--- src/hw/sidr_pkg.sv ---
// sidr_pkg: offsets, field positions, reset values and carriers for the
// lane slice input delay register bank.
// assumes: shared by the bank top and its per-slice delay engine.
package sidr_pkg;

  // register indices; word offsets, not byte offsets, so byte addr = 4*index
  localparam logic [7:0] SIDR_IDX_SLICE3 = 8'h15;
  localparam logic [7:0] SIDR_IDX_SLICE4 = 8'h16;
  localparam logic [7:0] SIDR_IDX_COARSE_STEP = 8'h20;
  localparam logic [7:0] SIDR_IDX_FABRIC_CTRL = 8'h21;

  localparam int SIDR_DLY_W = 9;
  localparam int SIDR_DLY_LSB = 0;
  localparam int SIDR_COARSE_BIT = 13;
  localparam int SIDR_DOWN_BIT = 14;
  localparam int SIDR_UP_BIT = 15;
  localparam int SIDR_BUS_LO_SLICE3 = 27;
  localparam int SIDR_BUS_LO_SLICE4 = 36;
  localparam int SIDR_BUS_W = 45;

  localparam logic [8:0] SIDR_DLY_RESET = 9'h000;
  localparam logic [8:0] SIDR_DLY_MAX = 9'h1ff;
  localparam logic [8:0] SIDR_COARSE_RESET = 9'h008;
  localparam logic [8:0] SIDR_ONE_TAP = 9'h001;
  localparam logic [31:0] SIDR_UNMAPPED_DATA = 32'h0000_0000;

  typedef enum logic [2:0] {
    SIDR_CMD_LOAD0 = 3'b000,
    SIDR_CMD_UP = 3'b001,
    SIDR_CMD_DOWN = 3'b010,
    SIDR_CMD_LOAD3 = 3'b011,
    SIDR_CMD_LOAD4 = 3'b100,
    SIDR_CMD_CUP = 3'b101,
    SIDR_CMD_CDOWN = 3'b110,
    SIDR_CMD_LOAD7 = 3'b111
  } sidr_cmd_e;

  // one update request into a slice delay engine
  typedef struct packed {
    logic valid;
    sidr_cmd_e cmd;
    logic [8:0] value;
  } sidr_req_s;

endpackage : sidr_pkg

--- src/hw/sidr_delay_engine.sv ---
// sidr_delay_engine: one slice input delay value and its update arithmetic.
// assumes: requests come from the bank on the same clock, one cycle per bus write, every cycle that a fabric load is held.
`timescale 1ns/100ps
`default_nettype none
module sidr_delay_engine
  import sidr_pkg::*;
(
  input wire logic clk_i,
  input wire logic rst_i,
  input wire sidr_req_s req_i,
  input wire logic [8:0] coarse_step_i,
  output logic [8:0] delay_o
);

  logic [8:0] delay_reg;
  logic [8:0] delay_next;

  ////////////////////////////////////////////////////////////////////////////
  // 9-bit adders wrap naturally, which gives the modulo range for free
  always_comb begin
    delay_next = delay_reg;
    if (req_i.valid) begin
      case (req_i.cmd)
        SIDR_CMD_UP: delay_next = delay_reg + SIDR_ONE_TAP;
        SIDR_CMD_DOWN: delay_next = delay_reg - SIDR_ONE_TAP;
        SIDR_CMD_CUP: delay_next = delay_reg + coarse_step_i;
        SIDR_CMD_CDOWN: delay_next = delay_reg - coarse_step_i;
        default: delay_next = req_i.value;
      endcase
    end
  end

  always_ff @(posedge clk_i) begin
    if (rst_i) begin
      delay_reg <= SIDR_DLY_RESET;
    end else begin
      delay_reg <= delay_next;
    end
  end

  assign delay_o = delay_reg;

endmodule : sidr_delay_engine
`default_nettype wire

--- src/hw/sidr_bank.sv ---
// sidr_bank: wishbone register bank for the slice 3 and slice 4 input delays.
// assumes: classic wishbone master on clk_i; fabric loads use the same clock.
//
// Implementation choice: the Wishbone register port.
`timescale 1ns/100ps
`default_nettype none
module sidr_bank
  import sidr_pkg::*;
#(
  parameter int ADDR_W = 10
)
(
  input wire logic clk_i,
  input wire logic rst_i,
  input wire logic wb_cyc_i,
  input wire logic wb_stb_i,
  input wire logic wb_we_i,
  input wire logic [ADDR_W-1:0] wb_adr_i,
  input wire logic [3:0] wb_sel_i,
  input wire logic [31:0] wb_dat_i,
  output logic [31:0] wb_dat_o,
  output logic wb_ack_o,
  input wire logic fabric_load_i,
  input wire logic [SIDR_BUS_W-1:0] fabric_tap_count_in_i,
  output logic [SIDR_BUS_W-1:0] fabric_tap_count_out_o
);

  initial begin
    // word_index reads address bits 9:2, so narrower buses cannot be served
    if (ADDR_W < 10 || ADDR_W > 32) begin
      $error("sidr_bank: ADDR_W must lie in 10..32");
    end
  end

  ////////////////////////////////////////////////////////////////////////////
  // bus decode

  function automatic logic [7:0] word_index(input logic [ADDR_W-1:0] adr);
    word_index = adr[9:2];
  endfunction : word_index

  function automatic sidr_req_s make_req(input logic [31:0] d, input logic lo, input logic hi);
    sidr_req_s r;
    r.valid = 1'b1;
    // a command needs the high lane; a load needs lanes 0 and 1, and with only the low lane nothing is written
    r.cmd = hi ? sidr_cmd_e'({d[SIDR_COARSE_BIT], d[SIDR_DOWN_BIT], d[SIDR_UP_BIT]})
               : SIDR_CMD_LOAD0;
    r.value = d[8:0];
    if (!lo) begin
      r.valid = hi && (r.cmd != SIDR_CMD_LOAD0) && (r.cmd != SIDR_CMD_LOAD3)
                && (r.cmd != SIDR_CMD_LOAD4) && (r.cmd != SIDR_CMD_LOAD7);
    end
    make_req = r;
  endfunction : make_req

  logic req_live;
  logic wr_take;
  logic [7:0] idx;
  logic ack_reg;
  logic [31:0] rdata_reg;
  logic [8:0] coarse_reg;
  logic fabric_en_reg;
  logic [8:0] slice3_delay_value;
  logic [8:0] slice4_delay_value;
  sidr_req_s req3;
  sidr_req_s req4;
  logic [SIDR_BUS_W-1:0] tap_out_reg;

  // one wait-free answer: ack the cycle after the request, then drop it
  assign req_live = wb_cyc_i && wb_stb_i && !ack_reg;
  assign wr_take = req_live && wb_we_i;
  assign idx = word_index(wb_adr_i);

  ////////////////////////////////////////////////////////////////////////////
  // ack and read data

  always_ff @(posedge clk_i) begin
    if (rst_i) begin
      ack_reg <= 1'b0;
    end else begin
      ack_reg <= req_live;
    end
  end

  always_ff @(posedge clk_i) begin
    if (rst_i) begin
      rdata_reg <= SIDR_UNMAPPED_DATA;
    end else if (req_live) begin
      case (idx)
        SIDR_IDX_SLICE3: rdata_reg <= {23'h00_0000, slice3_delay_value};
        SIDR_IDX_SLICE4: rdata_reg <= {23'h00_0000, slice4_delay_value};
        SIDR_IDX_COARSE_STEP: rdata_reg <= {23'h00_0000, coarse_reg};
        SIDR_IDX_FABRIC_CTRL: rdata_reg <= {31'h0000_0000, fabric_en_reg};
        default: rdata_reg <= SIDR_UNMAPPED_DATA;
      endcase
    end
  end

  ////////////////////////////////////////////////////////////////////////////
  // control registers

  always_ff @(posedge clk_i) begin
    if (rst_i) begin
      coarse_reg <= SIDR_COARSE_RESET;
    end else if (wr_take && idx == SIDR_IDX_COARSE_STEP && wb_sel_i[0]) begin
      coarse_reg <= wb_dat_i[8:0];
    end
  end

  // fabric loads are off after reset so software owns the delays first
  always_ff @(posedge clk_i) begin
    if (rst_i) begin
      fabric_en_reg <= 1'b0;
    end else if (wr_take && idx == SIDR_IDX_FABRIC_CTRL && wb_sel_i[0]) begin
      fabric_en_reg <= wb_dat_i[0];
    end
  end

  ////////////////////////////////////////////////////////////////////////////
  // update requests; a bus write to a slice wins over a fabric load of that slice in the same cycle

  always_comb begin
    req3 = '0;
    req4 = '0;
    if (wr_take && idx == SIDR_IDX_SLICE3) begin
      req3 = make_req(wb_dat_i, wb_sel_i[0] & wb_sel_i[1], wb_sel_i[1]);
    end else if (fabric_en_reg && fabric_load_i) begin
      req3.valid = 1'b1;
      req3.cmd = SIDR_CMD_LOAD0;
      req3.value = fabric_tap_count_in_i[SIDR_BUS_LO_SLICE3 +: SIDR_DLY_W];
    end
    if (wr_take && idx == SIDR_IDX_SLICE4) begin
      req4 = make_req(wb_dat_i, wb_sel_i[0] & wb_sel_i[1], wb_sel_i[1]);
    end else if (fabric_en_reg && fabric_load_i) begin
      req4.valid = 1'b1;
      req4.cmd = SIDR_CMD_LOAD0;
      req4.value = fabric_tap_count_in_i[SIDR_BUS_LO_SLICE4 +: SIDR_DLY_W];
    end
  end

  sidr_delay_engine u_slice3 (
    .clk_i(clk_i),
    .rst_i(rst_i),
    .req_i(req3),
    .coarse_step_i(coarse_reg),
    .delay_o(slice3_delay_value)
  );

  sidr_delay_engine u_slice4 (
    .clk_i(clk_i),
    .rst_i(rst_i),
    .req_i(req4),
    .coarse_step_i(coarse_reg),
    .delay_o(slice4_delay_value)
  );

  ////////////////////////////////////////////////////////////////////////////
  // fabric view; registered, so it trails the stored value by one cycle

  always_ff @(posedge clk_i) begin
    if (rst_i) begin
      tap_out_reg <= '0;
    end else begin
      tap_out_reg <= '0;
      tap_out_reg[SIDR_BUS_LO_SLICE3 +: SIDR_DLY_W] <= slice3_delay_value;
      tap_out_reg[SIDR_BUS_LO_SLICE4 +: SIDR_DLY_W] <= slice4_delay_value;
    end
  end

  assign wb_ack_o = ack_reg;
  assign wb_dat_o = rdata_reg;
  assign fabric_tap_count_out_o = tap_out_reg;

endmodule : sidr_bank
`default_nettype wire

--- config.mk ---
export PLATFORM = sky130hd
export DESIGN_NAME = sidr_bank
export DESIGN_NICKNAME = d
export VERILOG_FILES = /design/src/hw/sidr_pkg.sv /design/src/hw/sidr_delay_engine.sv /design/src/hw/sidr_bank.sv
export SDC_FILE = /design/constraint.sdc
export NUM_CORES = 1
export LEC_CHECK = 0
export BUFFER_PORTS_ARGS = -buffer_cell sky130_fd_sc_hd__buf_2
export CORE_MARGIN = 2
export CORE_UTILIZATION = 25
export CTS_CLUSTER_SIZE = 40
export DETAILED_ROUTE_END_ITERATION = 8
export REMOVE_ABC_BUFFERS = 1
export SETUP_SLACK_MARGIN = 0.3
export SLEW_MARGIN = 20
export SYNTH_ARGS = -nofsm -noshare
export SYNTH_HDL_FRONTEND = slang
export SYNTH_SLANG_ARGS = --single-unit
--- constraint.sdc ---
create_clock -name clk_i -period 4.1 [get_ports clk_i]
set_clock_uncertainty 0.15 [all_clocks]
set_input_delay 0.615 -clock clk_i [delete_from_list [all_inputs] [get_ports clk_i]]
set_output_delay 0.615 -clock clk_i [all_outputs]
set_load 0.05 [all_outputs]
==> results.sh, run 1 <==
export IMPL_yosysUniqueCellTypes=56
export IMPL_startpoint_type="primary input"
export IMPL_largest_reg_flops=18
export IMPL_power_total_mw=1.221
export IMPL_swShare_pct=29.14
export IMPL_grt_util_met1_pct=19.19
export IMPL_start_util_pct=25.68
export IMPL_fp_coreArea_um2=15940
export IMPL_p_comb_share_pct=14.5
export IMPL_drt_vias_per_instance=4.741
export IMPL_grt_most_used_layer="met2"
export IMPL_synth_warnings=0
export IMPL_peakVddDrop_v=0.0001887
export IMPL_cap_violations=0
export IMPL_crit_required_ns=4.17
export IMPL_critPathMaxFanout=3
export IMPL_drt_wl_total_um=12850
export IMPL_slew_viol_final=0
export IMPL_fmax_mhz=248.2
export IMPL_synth_seq_area_share_pct=27.38
export IMPL_post_synth_inst_count=528
export IMPL_clockPowerShare_pct=41.0
export IMPL_grt_overflow=0
export IMPL_fin_crit_sh_pct=98.25
export IMPL_fin_hold_ws_ns=0.3048
export IMPL_first_iter_violations=310
export IMPL_maxSlewHeadroom_pct=30.31
export IMPL_clk_latency_ns=0.31
export IMPL_ant_nets=0
export IMPL_p_seq_share_pct=44.6
export IMPL_status="finished, final reports clean"
export IMPL_min_path_type="flip-flop to flip-flop"
export IMPL_grt_first_pass_wirelength_um=20260
export IMPL_holdPathEnd="u_slice4.delay_o[0]$_SDFFE_PP0P_"
export IMPL_numPortBuffers=73
export IMPL_rows=46
export IMPL_ff2ff_setup_slack_ns=0.39
export IMPL_die_area_um2=17410
export IMPL_synth_edf_count=0
export IMPL_io_pins=175
export IMPL_cts_buffer_depth=2
export IMPL_grt_pass1_vias=3975
export IMPL_clock_sinks=56
export IMPL_synth_seq_cells=56
export IMPL_power_leakage_nw=2.380
export IMPL_die_h_um=132.0
export IMPL_synthArstFlopShare_pct=0
export IMPL_final_instance_count_excl_fill=889
export IMPL_internal_power_mw=0.8648
export IMPL_holdCritStartpoint="u_slice4.delay_o[0]$_SDFFE_PP0P_"
export IMPL_r2r_end="u_slice3.delay_o[8]$_SDFFE_PP0P_"
export IMPL_wl_per_cell_um=14.45
export IMPL_cts_tree="done"
export IMPL_drc=0
export IMPL_dp_hpwl_um=9465
export IMPL_reg2regPathDepth=17
export IMPL_gp_congestion=0.8563
export IMPL_num_vias=4215
export IMPL_setup_viol=0
export IMPL_hold_path_depth=2
export IMPL_synthToLayoutAreaGrowth_pct=41.35
export IMPL_grt_usage_pct=14.28
export IMPL_num_nets_final=792
export IMPL_syn_avg_cell_area_um2=7.754
export IMPL_cp_data_arrival_time_ns=4.10
export IMPL_tightest_slew_ns=1.045
export IMPL_cts_root_buffer="clkbuf_16"
export IMPL_fp_dieW_um=132.0
export IMPL_p_sw_mw=0.3557
export IMPL_globalRouteMet3Util_pct=2.922
export IMPL_syn_cell_area_um2=4094
export IMPL_numCtsBuffers=5
export IMPL_hold_viol_final=0
export IMPL_path_class="primary input to flip-flop"
export IMPL_drive_gt1_share_pct=37.44
export IMPL_synthFlopType="dfxtp_1"
export IMPL_diodes=0
export IMPL_cp_end_kind="flip-flop"
export IMPL_grtUsageMet2_pct=23.73
export IMPL_rr_startpoint="wb_ack_o$_SDFF_PP0_"
export IMPL_antenna_found_initial=0
export IMPL_power_density_nw_per_um2=210.9
export IMPL_dp_cells=864
export IMPL_h_tree_depth=2
export IMPL_rsz0062_at_grt="yes"
export IMPL_grt_max_degree=57
export IMPL_clk_pin_slew_ns=0.07
export IMPL_cts_hold_repair_buffers=0
export IMPL_first_pass_iters=6
export IMPL_min_period_ns=4.028
final cells by class:
type                            instances  area [um2]
Tap cell                              216       270.3
Clock inverter                          2       35.03
Timing Repair Buffer                  162        1080
Fill cell                            1682       10160
Sequential cell                        56        1121
Multi-Input combinational cell        432        3093
Clock buffer                            6       128.9
Inverter                               15       58.81
metrics by stage:
stage	instance area, um2	setup TNS (ns)	util [%]	setup WS, ns
final	5787	0	36.30	0.07155
after global placement	4976	-4.055	31.21	-0.5780
after CTS	5431	0	34.07	0.1536
after detailed placement	4976	-4.781	31.21	-0.6138
after floorplan	3800	-0.3284	-	-0.1935
after global routing	5787	-0.1941	36.30	-0.1251
power by group through the flow:
| stage | sequential [mW] | combinational [mW] | clock (mW) |
|---|---|---|---|
| after floorplan | 0.558 | 0.110 | 0 |
| after global placement | 0.557 | 0.170 | 0 |
| after detailed placement | 0.557 | 0.169 | 0 |
| after CTS | 0.544 | 0.173 | 0.509 |
| after global routing | 0.544 | 0.185 | 0.538 |
| final | 0.544 | 0.176 | 0.500 |
synthesized netlist by cell type, drive strengths merged, types with 4 or more instances:
master  instances  area, um2
a211oi          6      45.04
a21oi          51      255.2
a222oi          8      80.08
and3            8      50.05
buf            57      414.1
clkbuf         17      63.81
dfxtp          56       1121
ha             21      262.8
inv            14      52.55
mux2            6      67.56
mux2i           9      90.09
nand2          39      146.4
nand2b         11      68.82
nand3          35      175.2
nand4           4      25.02
nor2           57      214.0
nor2b          22      137.6
nor3           12      65.06
nor4            4      31.28
o211ai          6      45.04
o21ai          14      70.06
o221ai         12      105.1
or3             8      50.05
xnor2           7      61.31
xor2            4      35.03
logic make-up (layout without fill, tap and decap cells):
| family | after synthesis | in the layout | synth area share (%) |
|---|---|---|---|
| AOI/OAI and AO/OA | 114 | 114 | 17.70 |
| xor gates and xnor gates | 13 | 13 | 3.484 |
| adders and majority gates | 23 | 23 | 7.396 |
| buffers and inverters | 89 | 185 | 13.05 |
| DFF | 56 | 56 | 27.38 |
| muxes | 15 | 15 | 3.851 |
| other | 1 | 50 | 0.09160 |
| and+or+nand+nor | 217 | 217 | 27.05 |
timing repair:
| action | in CTS | in global routing |
|---|---|---|
| hold endpoints to repair | 0 | 0 |
| pin swaps | 33 | 30 |
| gates resized for setup | 55 | 58 |
| buffers inserted | 9 | 8 |
| endpoints found under the setup margin | 13 | 13 |
worst max-delay path by stage:
stage / from / end
final: wb_adr_i[8] / u_slice4.delay_o[8]$_SDFFE_PP0P_
after global routing: wb_adr_i[8] / u_slice4.delay_o[8]$_SDFFE_PP0P_
after CTS: wb_adr_i[8] / u_slice4.delay_o[8]$_SDFFE_PP0P_
after detailed placement: wb_adr_i[7] / u_slice3.delay_o[8]$_SDFFE_PP0P_
after global placement: wb_adr_i[7] / u_slice3.delay_o[8]$_SDFFE_PP0P_
after floorplan: wb_adr_i[7] / u_slice3.delay_o[8]$_SDFFE_PP0P_
placed cells by master (no fill, tap or decap), types with 4 or more instances in the layout:
cell,synthesis,layout
nor3_1,11,8
and3_1,8,6
mux2i_1,9,9
nor2b_1,22,19
nand2_1,39,33
buf_6,1,9
xnor2_1,7,7
nand2_2,0,6
a211oi_1,6,5
o221ai_2,0,4
dfxtp_1,56,56
nor2_1,57,54
nand3_2,0,4
o21ai_0,11,5
conb_1,1,50
nand4_1,4,4
or3_1,8,8
buf_2,1,71
a21oi_2,0,13
nand2b_1,11,10
clkbuf_16,0,5
inv_2,0,4
a21oi_1,51,37
buf_4,51,81
xor2_1,4,4
a222oi_1,8,8
ha_2,0,4
nand3_1,35,31
inv_1,14,10
ha_1,21,11
o211ai_1,6,6
ha_4,0,6
o221ai_1,12,5
layer usage:
metal	wire [um]	part of all wire, %	vias to the layer above
met5	0	0	-
met1	6004	47	1989
met4	127	0.99	0
met2	5952	46	142
met3	766	6.0	11
li1	-	-	2073
worst max-delay path, cell delays in order:
cell      delay, ns
buf_8          0.10
nor4b_4        0.26
buf_4          0.14
nand3b_1       0.13
buf_4          0.18
nor3_4         0.15
nand3_2        0.13
inv_1          0.12
ha_4           0.17
nor2_1         0.04
or3_1          0.31
ha_2           0.19
fa_2           0.34
nand2b_4       0.16
a21oi_4        0.16
nor4_2         0.05
o21bai_1       0.22
xnor3_1        0.26
o21a_1         0.20
nor3_2         0.15
No activity file was read; power rests on OpenSTA's default activity.
==> run 2, diff against run 1 <==
--- a/config.mk
+++ b/config.mk
@@ -10,6 +10,8 @@
 export CORE_UTILIZATION = 25
 export CTS_CLUSTER_SIZE = 40
 export DETAILED_ROUTE_END_ITERATION = 8
+export MAX_ROUTING_LAYER = met4
+export PLACE_DENSITY = 0.49
 export REMOVE_ABC_BUFFERS = 1
 export SETUP_SLACK_MARGIN = 0.3
 export SLEW_MARGIN = 20
==> run 2 against run 1 <==
Effect of this change:
- cell area down 2.2%
- routed wire length up 3.1%
- first-iteration DRC count down 18%
- combinational power about the same
- sequential power about the same
- power down 0.61%
- global-route usage up 1.0 points
- sequential share of layout area up 0.44 points
- register-to-register slack worse by 0.02 ns
- clock power down 1%
- critical path depth up 1
==> results.sh, run 2 (synthesis results as in run 1) <==
export IMPL_io_pins=175
export IMPL_synthToLayoutAreaGrowth_pct=38.23
export IMPL_fin_crit_sh_pct=98.86
export IMPL_clk_pin_slew_ns=0.07
export IMPL_rsz0062_at_grt="yes"
export IMPL_tightest_slew_ns=0.9998
export IMPL_cap_violations=0
export IMPL_reg2regPathDepth=18
export IMPL_critPathMaxFanout=4
export IMPL_numPortBuffers=73
export IMPL_hold_path_depth=2
export IMPL_layout_commonest_cell="buf_4"
export IMPL_fmax_mhz=246.7
export IMPL_clockPowerShare_pct=40.7
export IMPL_grt_overflow=0
export IMPL_status="finished, final reports clean"
export IMPL_crit_start="wb_adr_i[8]"
export IMPL_clock_sinks=56
export IMPL_fp_dieW_um=132.0
export IMPL_final_cell_mix="73 x buf_4, 70 x buf_2, 56 x dfxtp_1, 54 x nor2_1, 50 x conb_1"
export IMPL_first_iter_violations=255
export IMPL_start_util_pct=25.68
export IMPL_drt_wl_total_um=13250
export IMPL_hold_viol_final=0
export IMPL_wl_per_cell_um=15.07
export IMPL_grt_max_degree=57
export IMPL_internal_power_mw=0.8644
export IMPL_fp_coreArea_um2=15940
export IMPL_post_route_util_pct=35.50
export IMPL_min_period_ns=4.053
export IMPL_drc=0
export IMPL_grt_usage_pct=15.30
export IMPL_first_pass_iters=6
export IMPL_dp_hpwl_um=10140
export IMPL_swShare_pct=28.75
export IMPL_min_path_type="flip-flop to flip-flop"
export IMPL_h_tree_depth=2
export IMPL_num_nets_final=782
export IMPL_diodes=0
export IMPL_cts_buffer_depth=2
export IMPL_crit_required_ns=4.18
export IMPL_path_class="primary input to flip-flop"
export IMPL_largest_reg_flops=18
export IMPL_gp_congestion=0.8389
export IMPL_ff2ff_setup_slack_ns=0.37
export IMPL_drt_vias_per_instance=4.788
export IMPL_p_sw_mw=0.3487
export IMPL_setup_tns_final_ns=0
export IMPL_power_leakage_nw=2.365
export IMPL_startpoint_type="primary input"
export IMPL_p_seq_share_pct=44.9
export IMPL_cts_tree="done"
export IMPL_die_h_um=132.0
export IMPL_cp_endpoint="u_slice3.delay_o[8]$_SDFFE_PP0P_"
export IMPL_cp_end_kind="flip-flop"
export IMPL_antenna_found_initial=0
export IMPL_power_total_mw=1.213
export IMPL_ant_nets=0
export IMPL_drive_gt1_share_pct=34.69
export IMPL_fin_hold_ws_ns=0.3032
export IMPL_grt_pass1_vias=4100
export IMPL_cp_data_arrival_time_ns=4.14
export IMPL_rr_startpoint="wb_ack_o$_SDFF_PP0_"
export IMPL_slew_viol_final=0
export IMPL_r2r_end="u_slice3.delay_o[8]$_SDFFE_PP0P_"
export IMPL_p_comb_share_pct=14.5
export IMPL_cts_root_buffer="clkbuf_16"
export IMPL_peakVddDrop_v=0.0001899
export IMPL_setup_viol=0
export IMPL_die_area_um2=17410
export IMPL_maxSlewHeadroom_pct=33.34
export IMPL_power_density_nw_per_um2=214.4
export IMPL_grt_first_pass_wirelength_um=20760
export IMPL_clk_latency_ns=0.31
export IMPL_numCtsBuffers=5
export IMPL_rows=46
export IMPL_num_vias=4209
[run 2: power by group through the flow]
stage | registers (mW) | clock network (mW) | logic [mW]
3_3_place_gp | 0.557 | 0 | 0.168
5_1_grt | 0.544 | 0.533 | 0.184
6_report | 0.544 | 0.493 | 0.176
4_1_cts | 0.544 | 0.514 | 0.172
2_1_floorplan | 0.558 | 0 | 0.110
3_5_place_dp | 0.557 | 0 | 0.168
[run 2: worst min path at each step]
stage | endpoint | slack (ns) | start
global route | u_slice3.delay_o[0]$_SDFFE_PP0P_ | 0.34 | u_slice3.delay_o[0]$_SDFFE_PP0P_
CTS | u_slice4.delay_o[0]$_SDFFE_PP0P_ | 0.31 | u_slice4.delay_o[0]$_SDFFE_PP0P_
floorplan | u_slice3.delay_o[0]$_SDFFE_PP0P_ | 0.28 | u_slice3.delay_o[0]$_SDFFE_PP0P_
global placement | u_slice3.delay_o[0]$_SDFFE_PP0P_ | 0.29 | u_slice3.delay_o[0]$_SDFFE_PP0P_
finish | u_slice4.delay_o[0]$_SDFFE_PP0P_ | 0.30 | u_slice4.delay_o[0]$_SDFFE_PP0P_
detailed placement | u_slice4.delay_o[0]$_SDFFE_PP0P_ | 0.30 | u_slice4.delay_o[0]$_SDFFE_PP0P_
[run 2: metal layers]
metal / wire, um / vias to the layer above / GRT usage [%]
li1: - / 2055 / -
met1: 6011 / 1962 / 19.83
met2: 6098 / 170 / 23.58
met3: 842 / 22 / 3.345
met4: 293 / 0 / 5.133
met5: 0 / - / -
[run 2: critical path, cell delays in order]
cell and delay, ns:
buf_8 0.10, nor4b_4 0.25, buf_4 0.15, nand3b_1 0.16
nor3_2 0.23, buf_4 0.16, nand3_4 0.08, inv_2 0.07
ha_4 0.15, buf_6 0.11, nor2_1 0.04, or3_4 0.33
ha_4 0.19, fa_2 0.42, nor2b_4 0.14, o2111ai_2 0.14
a31oi_1 0.19, nor2_1 0.09, xor3_1 0.19, o21a_1 0.19
nor3_1 0.15
[run 2: timing repair]
item | CTS | global route
buffers inserted | 6 | 1
cloned | 0 | 0
endpoints found under the setup margin | 12 | 11
resized for setup | 74 | 25
pin swaps | 38 | 23
hold buffers | 0 | 0
hold endpoints to repair | 0 | 0
[run 2: through the flow]
stage | setup slack (ns) | cells | area, um2
2_1_floorplan | -0.1935 | 503 | 3800
3_3_place_gp | -0.6032 | 864 | 4976
3_5_place_dp | -0.6639 | 864 | 4976
4_1_cts | 0.1100 | 878 | 5534
5_1_grt | -0.1362 | 879 | 5659
6_report | 0.04654 | 879 | 5659
[run 2: cell type report]
class | count | area, um2
clock buffers | 6 | 128.9
clock inverters | 2 | 35.03
fillers | 1703 | 10280
inverters | 15 | 58.81
multi-input cells | 432 | 3042
flip-flops and latches | 56 | 1121
well taps | 216 | 270.3
repair buffers | 152 | 1003
==> run 3, diff against run 2 <==
--- a/config.mk
+++ b/config.mk
@@ -11,7 +11,7 @@
 export CTS_CLUSTER_SIZE = 40
 export DETAILED_ROUTE_END_ITERATION = 8
 export MAX_ROUTING_LAYER = met4
-export PLACE_DENSITY = 0.49
+export PLACE_DENSITY = 0.47
 export REMOVE_ABC_BUFFERS = 1
 export SETUP_SLACK_MARGIN = 0.3
 export SLEW_MARGIN = 20
==> constraint.sdc (replaced) <==
create_clock -name clk_i -period 4.93 [get_ports clk_i]
set_clock_uncertainty 0.15 [all_clocks]
set_input_delay 0.7395 -clock clk_i [delete_from_list [all_inputs] [get_ports clk_i]]
set_output_delay 0.7395 -clock clk_i [all_outputs]
set_load 0.05 [all_outputs]
==> run 3 against run 2 <==
Effect of this change:
- clock-buffer cell count decreased by 1
- hold slack improved by 0.00056 ns
- register-to-register slack improved by 0.58 ns
- global-route usage decreased by 0.95 points
- cell area decreased by 15%
- clock power decreased by 24%
- sequential share of layout area increased by 3.5 points
- sequential power decreased by 17%
- combinational power decreased by 22%
- first-iteration DRC count decreased by 2.7%
- critical path type unchanged
- largest cell class unchanged
==> results.sh, run 3 (synthesis results as in run 1) <==
export IMPL_slowest_stage="fa_1"
export IMPL_grt_usage_pct=14.35
export IMPL_diodes=0
export IMPL_cts_tree="done"
export IMPL_grt_first_pass_wirelength_um=19530
export IMPL_drive_gt1_share_pct=19.60
export IMPL_first_pass_iters=6
export IMPL_largest_reg_flops=18
export IMPL_numCtsBuffers=5
export IMPL_grt_overflow=0
export IMPL_numPortBuffers=73
export IMPL_placed_area_um2=4608
export IMPL_fp_coreArea_um2=15940
export IMPL_drt_vias_per_instance=4.694
export IMPL_drc=0
export IMPL_cts_buffer_depth=2
export IMPL_critPathTopFamily="simple AND/OR/NAND/NOR gates"
export IMPL_cpPeakStageDelay_ns=0.44
export IMPL_final_cell_mix="72 x buf_2, 56 x nor2_1, 56 x dfxtp_1, 51 x a21oi_1, 50 x conb_1"
export IMPL_antenna_found_initial=0
export IMPL_grt_max_degree=57
export IMPL_drt_wl_total_um=12270
export IMPL_cp_end_kind="flip-flop"
export IMPL_h_tree_depth=2
export IMPL_wl_per_cell_um=14.91
export IMPL_startpoint_type="primary input"
export IMPL_gp_congestion=0.8198
export IMPL_crit_required_ns=5.01
export IMPL_fin_crit_sh_pct=89.01
export IMPL_hold_viol_final=0
export IMPL_dp_hpwl_um=9648
export IMPL_fin_area_um2=4810
export IMPL_critPathMaxFanout=5
export IMPL_setup_tns_final_ns=0
export IMPL_min_period_ns=4.388
export IMPL_power_leakage_nw=1.998
export IMPL_rsz0062_at_grt="yes"
export IMPL_clk_latency_ns=0.32
export IMPL_clock_sinks=56
export IMPL_ant_nets=0
export IMPL_min_path_type="flip-flop to flip-flop"
export IMPL_cp_data_arrival_time_ns=4.47
export IMPL_cap_violations=0
export IMPL_tightest_slew_ns=0.8419
export IMPL_setup_viol=0
export IMPL_start_util_pct=25.68
export IMPL_cts_root_buffer="clkbuf_16"
export IMPL_rows=46
export IMPL_clk_pin_slew_ns=0.07
export IMPL_slew_viol_final=0
export IMPL_peakVddDrop_v=0.0001299
export IMPL_first_iter_violations=248
export IMPL_crit_chain="buf_2 -> nor4b_4 -> nand3b_1 -> nor3_2 -> buf_4 -> nand3_1 -> inv_1 -> ha_1 -> buf_4 -> nor2_1 -> or3_1 -> ha_1 -> fa_1 -> nor2b_2 -> o2111ai_1 -> a31oi_1 -> nor2_2 -> xor3_1 -> o21a_1 -> nor3_1"
export IMPL_num_nets_final=726
export IMPL_path_class="primary input to flip-flop"
export IMPL_fp_dieW_um=132.0
export IMPL_fmax_mhz=227.9
export IMPL_fin_hold_ws_ns=0.3038
export IMPL_num_vias=3863
export IMPL_status="finished, final reports clean"
export IMPL_maxSlewHeadroom_pct=43.88
export IMPL_grt_pass1_vias=3722
export IMPL_power_density_nw_per_um2=200.5
export IMPL_layout_commonest_cell="buf_2"
export IMPL_die_h_um=132.0
export IMPL_synthToLayoutAreaGrowth_pct=17.48
export IMPL_io_pins=175
export IMPL_die_area_um2=17410
export IMPL_crit_buf_inv=4
## run 3: tightest hold or removal path, cell delays in order (launching register included)
cell	delay, ns
dfxtp_1	0.31
nand2_1	0.05
a21oi_1	0.05
## run 3: layer usage
metal	global-route usage, %	vias to the layer above	share of wire [%]
li1	-	1946	-
met1	19.28	1761	47
met2	22.48	145	45
met3	2.230	11	6.6
met4	3.684	0	1.2
met5	-	-	0
## run 3: final cells by class
cell class / instances / area [um2]
fill: 1776 / 11130
multi-input combinational: 432 / 2674
sequential: 56 / 1121
timing repair buffer: 96 / 540.5
tap: 216 / 270.3
clock buffer: 5 / 125.1
inverter: 15 / 56.30
clock inverter: 3 / 22.52
## run 3: where the power goes
| group | switching, mW | internal (mW) |
|---|---|---|
| logic | 0.117 | 0.0206 |
| registers | 0.000304 | 0.452 |
| clock network | 0.183 | 0.191 |
| total | 0.301 | 0.664 |
## run 3: through the flow
stage	power, mW	setup slack, ns	instances	utilization (%)
final	0.9645	0.5416	823	30.17
after CTS	0.9771	0.3532	823	29.87
after global placement	0.5973	-0.04489	815	28.90
after floorplan	0.5561	0.5120	503	-
after detailed placement	0.5978	-0.1210	815	28.90
after global routing	1.009	0.2665	823	30.17
## run 3: worst paths after layout
| path | from | to | cells past startpoint | slack [ns] |
|---|---|---|---|---|
| max | wb_adr_i[7] | u_slice3.delay_o[8]$_SDFFE_PP0P_ | 20 | 0.54 |
| min | u_slice3.delay_o[0]$_SDFFE_PP0P_ | u_slice3.delay_o[0]$_SDFFE_PP0P_ | 2 | 0.30 |
| max reg2reg | wb_ack_o$_SDFF_PP0_ | u_slice3.delay_o[8]$_SDFFE_PP0P_ | 18 | 0.95 |
| min reg2reg | u_slice3.delay_o[0]$_SDFFE_PP0P_ | u_slice3.delay_o[0]$_SDFFE_PP0P_ | 2 | 0.30 |
## run 3: what timing repair did
item,4_1_cts,5_1_grt
gates resized for setup,1,9
buffers inserted,0,0
pin swaps,0,4
hold endpoints to repair,0,0
hold buffers,0,0
endpoints found under the setup margin,3,8
